File: src/hdl/rmc_pkg.sv
/*
 * rmc_pkg: constants and types for the reset, mode-entry and clock-root block.
 * Assumes a single 100 MHz master clock that stands for the clock generator
 * output; every slower clock is a one-cycle enable derived from it.
 */
package rmc_pkg;

    ////////////////////////////////////////////////////////////////////////////
    // timing
    localparam int MCLK_HZ        = 100_000_000;
    localparam int MCLK_NS        = 10;
    localparam int LPO_HZ         = 1000;
    localparam int LPO_DIV        = MCLK_HZ / LPO_HZ;
    localparam int MCLK_PER_BUS   = 2;
    localparam int RST_DRIVE_BUS  = 34;
    localparam int RST_DRIVE_MCLK = RST_DRIVE_BUS * MCLK_PER_BUS;
    localparam int BDC_BIT_CLKS   = 16;
    localparam int SPEEDUP_NS     = 20;
    localparam int SPEEDUP_CYC    = (SPEEDUP_NS + MCLK_NS - 1) / MCLK_NS;
    localparam int NUM_TIMERS     = 3;

    ////////////////////////////////////////////////////////////////////////////
    // reset cause status bit positions and reset value
    localparam int            CAUSE_W     = 8;
    localparam int            CAUSE_LVD   = 1;
    localparam int            CAUSE_LOC   = 2;
    localparam int            CAUSE_ILAD  = 3;
    localparam int            CAUSE_ILOP  = 4;
    localparam int            CAUSE_COP   = 5;
    localparam int            CAUSE_PIN   = 6;
    localparam int            CAUSE_POR   = 7;
    localparam logic [7:0]    CAUSE_RESET = 8'h80;

    ////////////////////////////////////////////////////////////////////////////
    // clock select codes
    localparam logic [1:0] RTC_SEL_LPO = 2'h0;
    localparam logic [1:0] RTC_SEL_EXT = 2'h1;
    localparam logic [1:0] RTC_SEL_INT = 2'h2;
    localparam logic [1:0] RTC_SEL_OFF = 2'h3;
    localparam logic       WDOG_SEL_BUS = 1'h0;
    localparam logic       WDOG_SEL_LPO = 1'h1;
    localparam logic [1:0] TMR_SEL_BUS = 2'h0;
    localparam logic [1:0] TMR_SEL_FIX = 2'h1;
    localparam logic [1:0] TMR_SEL_EXT = 2'h2;
    localparam logic [1:0] TMR_SEL_OFF = 2'h3;

    ////////////////////////////////////////////////////////////////////////////
    // types
    typedef enum logic [1:0] {RS_DRIVE, RS_RELEASE, RS_RUN} rmc_state_t;
    typedef enum logic {MODE_NORMAL, MODE_DEBUG} rmc_mode_t;

    typedef struct packed {
        logic lvd;
        logic loc;
        logic watchdog;
        logic ilop;
        logic ilad;
    } rmc_rst_req_t;

    typedef struct packed {
        logic [1:0] rtc;
        logic       wdog;
        logic       adc_alt;
        logic       can_alt;
        logic [5:0] tmr;
        logic       dbg_link;
    } rmc_clk_sel_t;

    typedef struct packed {
        logic       rtc;
        logic       wdog;
        logic       adc;
        logic       can;
        logic [2:0] tmr;
        logic       bdc;
    } rmc_clk_en_t;

endpackage

File: src/hdl/rmc_top.sv
/*
 * rmc_top: reset pin sequencing, reset cause capture, operating mode entry,
 * debug pin drive with speedup pulses, and the root clock enables.
 * Assumes all inputs are synchronous to mclk except the timer external
 * clocks, which are synchronised here; clock inputs arrive as enable pulses.
 */
module rmc_top
    import rmc_pkg::*;
#(
    parameter int LPO_DIV_P = LPO_DIV
)
(
    // clock and reset
    input  wire logic                   mclk,
    input  wire logic                   rst,
    // root clock enables in
    input  wire logic                   ext_ref_clk_en,
    input  wire logic                   int_ref_clk_en,
    input  wire logic                   fixed_freq_clk_en,
    input  wire logic                   debug_link_clk_en,
    input  wire logic [NUM_TIMERS-1:0]  timer_ext_clk,
    input  wire rmc_clk_sel_t           clk_sel,
    // clock enables out
    output logic                        bus_clk_en,
    output logic                        lpo_clk_en,
    output rmc_clk_en_t                 clk_en,
    // reset sources and reset pin
    input  wire rmc_rst_req_t           rst_req,
    input  wire logic                   reset_pin_in,
    output logic                        reset_pin_out,
    output logic                        reset_pin_oe,
    // system state
    output logic                        sys_reset,
    output logic [CAUSE_W-1:0]          reset_cause_status_register,
    output rmc_mode_t                   op_mode,
    input  wire logic                   clkgen_ext_req,
    output logic                        clkgen_use_internal,
    // debug pin and bit timing
    input  wire logic                   debug_pin_in,
    output logic                        debug_pin_out,
    output logic                        debug_pin_oe,
    input  wire logic                   bdc_drive_low,
    input  wire logic                   bdc_bit_run,
    output logic                        bdc_bit_tick
);

    localparam int         LPO_W    = $clog2(LPO_DIV_P);
    localparam logic [6:0] DRV_LAST = 7'(RST_DRIVE_MCLK - 1);
    localparam logic [3:0] BIT_LAST = 4'(BDC_BIT_CLKS - 1);
    localparam logic [1:0] SPD_LEN  = 2'(SPEEDUP_CYC);

    ////////////////////////////////////////////////////////////////////////////
    // bus clock and low-power clock dividers
    logic [LPO_W-1:0] lpo_cnt;
    logic [LPO_W-1:0] next_lpo_cnt;
    logic             next_bus_clk_en;
    logic             next_lpo_clk_en;

    always_comb
    begin
        next_bus_clk_en = !bus_clk_en;
        next_lpo_clk_en = (lpo_cnt == LPO_W'(LPO_DIV_P - 1));
        next_lpo_cnt    = next_lpo_clk_en ? '0 : lpo_cnt + 1'b1;
    end

    always_ff @(posedge mclk or posedge rst)
    begin
        if (rst)
        begin
            bus_clk_en <= 1'b0;
            lpo_clk_en <= 1'b0;
            lpo_cnt    <= '0;
        end
        else
        begin
            bus_clk_en <= next_bus_clk_en;
            lpo_clk_en <= next_lpo_clk_en;
            lpo_cnt    <= next_lpo_cnt;
        end
    end

    ////////////////////////////////////////////////////////////////////////////
    // timer external clock synchronisers, stepped on the bus enable
    logic [NUM_TIMERS-1:0] tsync1;
    logic [NUM_TIMERS-1:0] tsync2;
    logic [NUM_TIMERS-1:0] tsync3;
    logic [NUM_TIMERS-1:0] next_tsync1;
    logic [NUM_TIMERS-1:0] next_tsync2;
    logic [NUM_TIMERS-1:0] next_tsync3;
    logic [NUM_TIMERS-1:0] tmr_ext_edge;

    always_comb
    begin
        next_tsync1  = bus_clk_en ? timer_ext_clk : tsync1;
        next_tsync2  = bus_clk_en ? tsync1 : tsync2;
        next_tsync3  = bus_clk_en ? tsync2 : tsync3;
        // one pulse per rising edge; faster inputs than half bus rate lose edges
        tmr_ext_edge = {NUM_TIMERS{bus_clk_en}} & tsync2 & ~tsync3;
    end

    always_ff @(posedge mclk or posedge rst)
    begin
        if (rst)
        begin
            tsync1 <= '0;
            tsync2 <= '0;
            tsync3 <= '0;
        end
        else
        begin
            tsync1 <= next_tsync1;
            tsync2 <= next_tsync2;
            tsync3 <= next_tsync3;
        end
    end

    ////////////////////////////////////////////////////////////////////////////
    // clock routing to modules
    always_comb
    begin
        clk_en = '0;
        unique case (clk_sel.rtc)
            RTC_SEL_LPO: clk_en.rtc = lpo_clk_en;
            RTC_SEL_EXT: clk_en.rtc = ext_ref_clk_en;
            RTC_SEL_INT: clk_en.rtc = int_ref_clk_en;
            RTC_SEL_OFF: clk_en.rtc = 1'b0;
        endcase
        clk_en.wdog = (clk_sel.wdog == WDOG_SEL_LPO) ? lpo_clk_en : bus_clk_en;
        clk_en.adc  = clk_sel.adc_alt ? ext_ref_clk_en : bus_clk_en;
        clk_en.can  = clk_sel.can_alt ? ext_ref_clk_en : bus_clk_en;
        for (int t = 0; t < NUM_TIMERS; t++)
        begin
            unique case (clk_sel.tmr[2*t +: 2])
                TMR_SEL_BUS: clk_en.tmr[t] = bus_clk_en;
                TMR_SEL_FIX: clk_en.tmr[t] = fixed_freq_clk_en;
                TMR_SEL_EXT: clk_en.tmr[t] = tmr_ext_edge[t];
                TMR_SEL_OFF: clk_en.tmr[t] = 1'b0;
            endcase
        end
        // debug clock: the debug link enable when selected, else the bus enable
        clk_en.bdc = clk_sel.dbg_link ? debug_link_clk_en : bus_clk_en;
    end

    ////////////////////////////////////////////////////////////////////////////
    // reset sequencer, cause capture and mode latch
    rmc_state_t         state;
    rmc_state_t         next_state;
    logic [6:0]         drive_cnt;
    logic [6:0]         next_drive_cnt;
    logic [CAUSE_W-1:0] next_cause;
    rmc_mode_t          next_mode;
    logic               next_clk_int;

    always_comb
    begin
        next_state     = state;
        next_drive_cnt = drive_cnt;
        next_cause     = reset_cause_status_register;
        next_mode      = op_mode;
        unique case (state)
            RS_DRIVE:
            begin
                // 68 mclk = 34 bus cycles
                if (drive_cnt == DRV_LAST)
                    next_state = RS_RELEASE;
                else
                    next_drive_cnt = drive_cnt + 1'b1;
            end
            RS_RELEASE:
            begin
                if (reset_pin_in)
                begin
                    next_state = RS_RUN;
                    next_mode  = debug_pin_in ? MODE_NORMAL : MODE_DEBUG;
                end
            end
            RS_RUN:
            begin
                if ((|rst_req) || !reset_pin_in)
                begin
                    next_state     = RS_DRIVE;
                    next_drive_cnt = '0;
                    next_cause     = '0;
                    if (rst_req.lvd)
                        next_cause[CAUSE_LVD] = 1'b1;
                    else if (rst_req.loc)
                        next_cause[CAUSE_LOC] = 1'b1;
                    else if (rst_req.watchdog)
                        next_cause[CAUSE_COP] = 1'b1;
                    else if (rst_req.ilop)
                        next_cause[CAUSE_ILOP] = 1'b1;
                    else if (rst_req.ilad)
                        next_cause[CAUSE_ILAD] = 1'b1;
                    else
                        next_cause[CAUSE_PIN] = 1'b1;
                end
            end
        endcase
        next_clk_int = (next_state != RS_RUN) || !clkgen_ext_req;
    end

    always_ff @(posedge mclk or posedge rst)
    begin
        if (rst)
        begin
            state                       <= RS_DRIVE;
            drive_cnt                   <= '0;
            reset_cause_status_register <= CAUSE_RESET;
            op_mode                     <= MODE_NORMAL;
            clkgen_use_internal         <= 1'b1;
        end
        else
        begin
            state                       <= next_state;
            drive_cnt                   <= next_drive_cnt;
            reset_cause_status_register <= next_cause;
            op_mode                     <= next_mode;
            clkgen_use_internal         <= next_clk_int;
        end
    end

    // open-drain: the pin level is only ever pulled low here
    assign reset_pin_out = 1'b0;
    assign reset_pin_oe  = (state == RS_DRIVE);
    assign sys_reset     = (state != RS_RUN);

    ////////////////////////////////////////////////////////////////////////////
    // debug pin drive and bit timing
    logic       drive_low_q;
    logic       next_drive_low_q;
    logic [1:0] spd_cnt;
    logic [1:0] next_spd_cnt;
    logic [3:0] bit_cnt;
    logic [3:0] next_bit_cnt;
    logic       next_pin_oe;
    logic       next_pin_out;

    always_comb
    begin
        next_drive_low_q = bdc_drive_low && (state == RS_RUN);
        next_spd_cnt     = '0;
        next_pin_oe      = 1'b0;
        next_pin_out     = 1'b0;
        if (state == RS_RUN)
        begin
            if (drive_low_q && !bdc_drive_low)
                next_spd_cnt = SPD_LEN;
            else if (spd_cnt != 2'h0 && !bdc_drive_low)
                next_spd_cnt = spd_cnt - 1'b1;
            next_pin_oe  = bdc_drive_low || (next_spd_cnt != 2'h0);
            next_pin_out = !bdc_drive_low;
        end
        if (!bdc_bit_run)
            next_bit_cnt = '0;
        else if (clk_en.bdc)
            next_bit_cnt = bit_cnt + 1'b1;
        else
            next_bit_cnt = bit_cnt;
        bdc_bit_tick = bdc_bit_run && clk_en.bdc && (bit_cnt == BIT_LAST);
    end

    always_ff @(posedge mclk or posedge rst)
    begin
        if (rst)
        begin
            drive_low_q   <= 1'b0;
            spd_cnt       <= '0;
            bit_cnt       <= '0;
            debug_pin_oe  <= 1'b0;
            debug_pin_out <= 1'b0;
        end
        else
        begin
            drive_low_q   <= next_drive_low_q;
            spd_cnt       <= next_spd_cnt;
            bit_cnt       <= next_bit_cnt;
            debug_pin_oe  <= next_pin_oe;
            debug_pin_out <= next_pin_out;
        end
    end

    ////////////////////////////////////////////////////////////////////////////
    // checks
    logic [7:0] drive_len;
    logic [4:0] bdc_seen;

    always_ff @(posedge mclk or posedge rst)
    begin
        if (rst)
        begin
            drive_len <= 8'h00;
            bdc_seen  <= '0;
        end
        else
        begin
            drive_len <= reset_pin_oe ? drive_len + 1'b1 : 8'h00;
            if (!bdc_bit_run || bdc_bit_tick)
                bdc_seen <= '0;
            else if (clk_en.bdc)
                bdc_seen <= bdc_seen + 1'b1;
        end
    end
endmodule

File: config.mk
export PLATFORM = sky130hd
export DESIGN_NAME = rmc_top
export DESIGN_NICKNAME = d
export VERILOG_FILES = /design/src/hdl/rmc_pkg.sv /design/src/hdl/rmc_top.sv
export SDC_FILE = /design/constraint.sdc
export NUM_CORES = 1
export LEC_CHECK = 0
export ABC_CLOCK_PERIOD_IN_PS = 2300
export BUFFER_PORTS_ARGS = -buffer_cell sky130_fd_sc_hd__buf_4
export CAP_MARGIN = 30
export CORE_MARGIN = 2
export CORE_UTILIZATION = 40
export DETAILED_ROUTE_END_ITERATION = 8
export SLEW_MARGIN = 10
export SYNTH_ARGS = -nofsm -noshare
export SYNTH_HDL_FRONTEND = slang
export SYNTH_SLANG_ARGS = --single-unit
File: constraint.sdc
create_clock -name mclk -period 2.3 [get_ports mclk]
set_input_delay 0.115 -clock mclk [delete_from_list [all_inputs] [get_ports mclk]]
set_output_delay 0.115 -clock mclk [all_outputs]
set_load 0.005 [all_outputs]
== Word-level counts from Yosys, hierarchy flattened ==
Index checks and enable logic that the tools add are counted.
Storage, ports and cells
  register bits after elaboration: 55
  memory bits (writable): 0
  bits of input ports: 31
  memories: 0
  bits in read-only memories: 0
  bits in latches: 0
Cells by class
  add/subtract/negate cells: 4
  reductions and logical operators: 24
  $lt $le $gt $ge: 0
  divide/modulo/power cells: 0
  mux-type cells: 37
  equal/unequal tests: 22
  shifts and indexed selects: 0
  multipliers: 0
  bitwise operators: 3
Operator list (number)
  2-bit == test, second input constant: 9
  17-bit by 1-bit adder with 17-bit output, second input constant: 1
  17-bit == test, second input constant: 1
  17-bit 2-to-1 mux: 1
  1-bit 2-to-1 mux: 16
  2-bit 2-to-1 mux: 8
  1-bit case mux with 4 select lines: 4
  7-bit 2-to-1 mux: 2
  7-bit case mux with 2 select lines: 1
  4-bit 2-to-1 mux: 3
  2-bit by 1-bit == test with 1-bit output, second input constant: 5
  2-bit zero test: 5
  2-bit != test, second input constant: 5
  7-bit by 1-bit adder with 7-bit output, second input constant: 1
  7-bit == test, second input constant: 1
  3-bit AND: 2
  2-bit case mux with 3 select lines: 1
  2-bit nonzero test: 3
  1-bit logical AND: 5
  5-bit 2-to-1 mux: 1
  5-bit OR reduction: 1
  4-bit by 1-bit adder with 4-bit output, second input constant: 1
  4-bit == test, second input constant: 1
  1-bit zero test: 4
  5 further kinds: 8

== Logic depth before layout (Yosys ltp) ==
  word-level depth: 8
  depth in mapped cells: 6
  mapped depth without buffers: 6

== Least setup slack after synthesis ==
OpenSTA, ideal clock, no wires.
  kind: reg-to-reg
  start: register state[0]
  end: register drive_cnt[5]
  setup slack: 0.386 ns
  cell stages (with the launch flop): 7
  required time: 2.222 ns
  period minus slack after synthesis: 1.914 ns
  library setup time: 0.078 ns
  path buffers: 0
  arrival: 1.836 ns
  cell sequence: dfrtp_1 inv_1 ha_1 o21ai_0 or3_1 or4_1 a21oi_1
On the way
  word-level cells in the longest chain between the ends: 3
Ends and longest elaborated chain
  from (decl): line rmc_top.sv:146  | rmc_state_t state;
  from (signal assigned): line rmc_top.sv:214  | state <= next_state;
  2-bit zero test *
  net reset_pin_oe: line rmc_top.sv:31  | output logic reset_pin_oe,
  2-bit != test (no source line) or 2-bit nonzero test (tied branches)
  3-bit AND reduction (no source line)
  to (signal assigned): line rmc_top.sv:215  | drive_cnt <= next_drive_cnt;
  to (decl): line rmc_top.sv:148  | logic [6:0] drive_cnt;
Mark *: on every way through the listed nets, which the timed path passes. The rest lies on a longest branch.
A chain may end at the register's enable or synchronous reset.

== Worst setup path after layout ==
  start: register state[0]
  end: register drive_cnt[5]
On the way
  word-level cells in the longest chain between the ends: 3
Ends and longest elaborated chain
  2-bit == test or 2-bit zero test (tied branches): line rmc_top.sv:160  | unique case (state)
  2-bit != test (no source line) or 2-bit nonzero test (tied branches)
  3-bit AND reduction (no source line)
Several ways; a longest one is shown, not always the timed one.

==> metrics.yaml <==
status: "finished, final reports clean"
coreArea_um2: 6390
clk_path_buf_depth: 2
hold_violations: 0
drt_iter0_markers: 97
crit_slowest_cell: "or3_1"
fin_nets: 363
synth_seq_area_share: 0.518
critical-path-max-stage-delay_ns: 0.44
start_util: 0.417
skew_ns: 0.00753
synthArstFlopShare: 1.00
drc_errors: 0
crit_arrival_ns: 2.27
worst_skew_pair.late_latency_ns: 0.31
cts_made_buffers: 5
die_h_um: 85.6
relSlewSlack: 0.611
cts.sinks: 55
cts-root-buf: "clkbuf_8"
start_kind: "flip-flop"
syn_inst: 261
timing.setup.tns_ns: 0
worstMarginPinSlew_ns: 0.579
gp_congestion: 0.789
final.min_clock_period_ns: 2.05
min_from: "bdc_drive_low"
wirelength_um: 5130
peakVddDrop_uv: 524
slew_viol_final: 0
fp-row-count: 29
end_kind: "flip-flop"
p_per_area_nw_per_um2: 792
io_pins: 57
grt_first_pass_wirelength_um: 9090
avgSynthCellArea_um2: 10.2
layout-drive-gt1-share: 0.258
via_per_inst: 5.28
drt-pass1-iter-count: 4
setup_viol: 0
hpwl_um: 3820
overflow: 0
wl_per_cell_um: 12.7
nFillCells: 629
p_leak_nw: 1.53
p_total_mw: 2.61
clk_pin_slew_worst_paths_ns: 0.09
reg2reg_from: "state[0]"
post_dp_cell_area_um2: 3180
cts_tree: "yes"
drv_cap: 0
dp.cells: 392
port_buffers: 54
crit_fanout: 5
final_area_um2: 3290
ys_warn_count: 0
hold-worst-slack_ns: 0.0191
synth_edf_count: 0
final_cells: 403
setup.worst_path.start: "state[0]"
yosysUniqueCellTypes: 46
num_vias: 2126
crit_type: "flip-flop to flip-flop"
antenna_cells: 0
first_global_vias: 2031
hold_class: "input port to flip-flop"
ys.flop_type: "dfrtp_1"
htree_levels: 2
track_usage: 0.152
syn2layout_area_growth_pct: 23.7
antenna_found_initial: 0
grt_max_degree: 22
fmax_mhz: 489
syn_area_um2: 2660
antenna_left: 0
rsz0062_at_grt: "false"
period_share: 0.889
crit_chain: "inv_1 > ha_1 > o21ai_0 > or3_1 > or4_1 > a21oi_1"
die_area_um2: 7320
yosys_register_bits: 55
crit_required_ns: 2.53
worst_slack_ns: 0.255
die_x_um: 85.6
post_cts_buffers: 0
utilization: 0.515
place_ws_ns: 0.300
layer usage:
layer | vias to the layer above | part of all wire | track usage
met5 | - | 0 | 0
met3 | 7 | 0.070 | 0.0385
li1 | 1047 | - | -
met2 | 56 | 0.43 | 0.233
met1 | 1016 | 0.48 | 0.213
met4 | 0 | 0.016 | 0.0519
timing repair:
item,4_1_cts,5_1_grt
hold buffers,3,0
endpoints found under the hold margin,17,0
resized for setup,0,0
report_power, final:
| part | internal [mW] | total, mW | switching (mW) | leakage, nW |
|---|---|---|---|---|
| Sequential | 1.12 | 1.24 | 0.118 | 0.705 |
| Clock | 0.214 | 0.500 | 0.285 | 0.0422 |
| Combinational | 0.418 | 0.867 | 0.449 | 0.784 |
| Total | 1.75 | 2.61 | 0.852 | 1.53 |
critical path: cells and delay by family (launching register included):
family,cells,cell delay (ns)
and+or+nand+nor,2,0.85
DFF,1,0.42
AOI/OAI and AO/OA,2,0.36
adders and majority gates,1,0.24
buffers and inverters,1,0.11
synthesized netlist by cell type (all sizes together) (2+ instances only):
cell type	count	area share
a21oi	6	0.011
a31oi	2	0.0047
and2	5	0.012
and4	3	0.0099
buf	2	0.0056
clkbuf	6	0.0089
dfrtp	53	0.50
dfstp	2	0.020
ha	7	0.033
inv	14	0.020
mux2	7	0.030
mux2i	2	0.0075
nand2	28	0.040
nand3	10	0.019
nand3b	4	0.011
nand4	7	0.016
nor2	18	0.025
nor2b	3	0.0071
nor3	7	0.015
nor4	4	0.012
o21a	2	0.0056
o21ai	19	0.036
o22ai	2	0.0047
o31ai	7	0.020
or2	2	0.0047
or3	3	0.0071
or4	5	0.014
xnor2	10	0.033
xor2	8	0.026
cells by family (layout without fill, tap and decap cells):
group | after synthesis | after routing | synth area share
other | 1 | 2 | 0.00141
AOI/OAI and AO/OA | 44 | 44 | 0.105
DFF | 55 | 55 | 0.518
xor gates and xnor gates | 18 | 18 | 0.0593
adders and majority gates | 7 | 7 | 0.0329
and+or+nand+nor | 104 | 104 | 0.210
buffers and inverters | 23 | 87 | 0.0357
muxes | 9 | 9 | 0.0372
worst paths after layout:
| kind | end | slack (ns) | cells past startpoint |
|---|---|---|---|
| worst max-delay path | drive_cnt[5] | 0.25 | 6 |
| worst min-delay path | debug_pin_out | 0.02 | 2 |
| worst max register to register | drive_cnt[5] | 0.25 | 6 |
| worst min register to register | spd_cnt[0] | 0.46 | 1 |
| max in group asynchronous | reset_cause_status_register[7] | 1.33 | 4 |
| min in group asynchronous | lpo_cnt[7] | 0.33 | 3 |
final cells by class:
cell class | count | area, µm² | share of cell area
Inverter | 15 | 56.3 | 0.0171
Sequential cell | 55 | 1380 | 0.419
Clock inverter | 1 | 5.00 | 0.00152
Tap cell | 77 | 96.3 | 0.0293
Timing Repair Buffer | 64 | 488 | 0.148
Multi-Input combinational cell | 184 | 1190 | 0.362
Clock buffer | 7 | 76.3 | 0.0232
sequential cells by signal, summed over array words and instances (netlist names):
register / flops
drive_low_q: 1
state: 2
drive_cnt: 7
bit_cnt: 4
tsync3: 3
lpo_cnt: 17
tsync2: 3
debug_pin_out: 1
tsync1: 3
clkgen_use_internal: 1
lpo_clk_en: 1
reset_cause_status_register: 7
debug_pin_oe: 1
spd_cnt: 2
bus_clk_en: 1
op_mode: 1
cell usage in the layout (no fill, tap or decap), types with 7 or more instances in the layout:
cell type	n
buf_4	61
dfrtp_1	53
ha_1	7
inv_1	13
mux2_2	7
nand2_1	28
nand3_1	10
nand4_1	7
nor2_1	18
o21ai_0	18
o31ai_1	7
xnor2_1	10
xor2_1	8
Power figures use the tool's default switching activity.
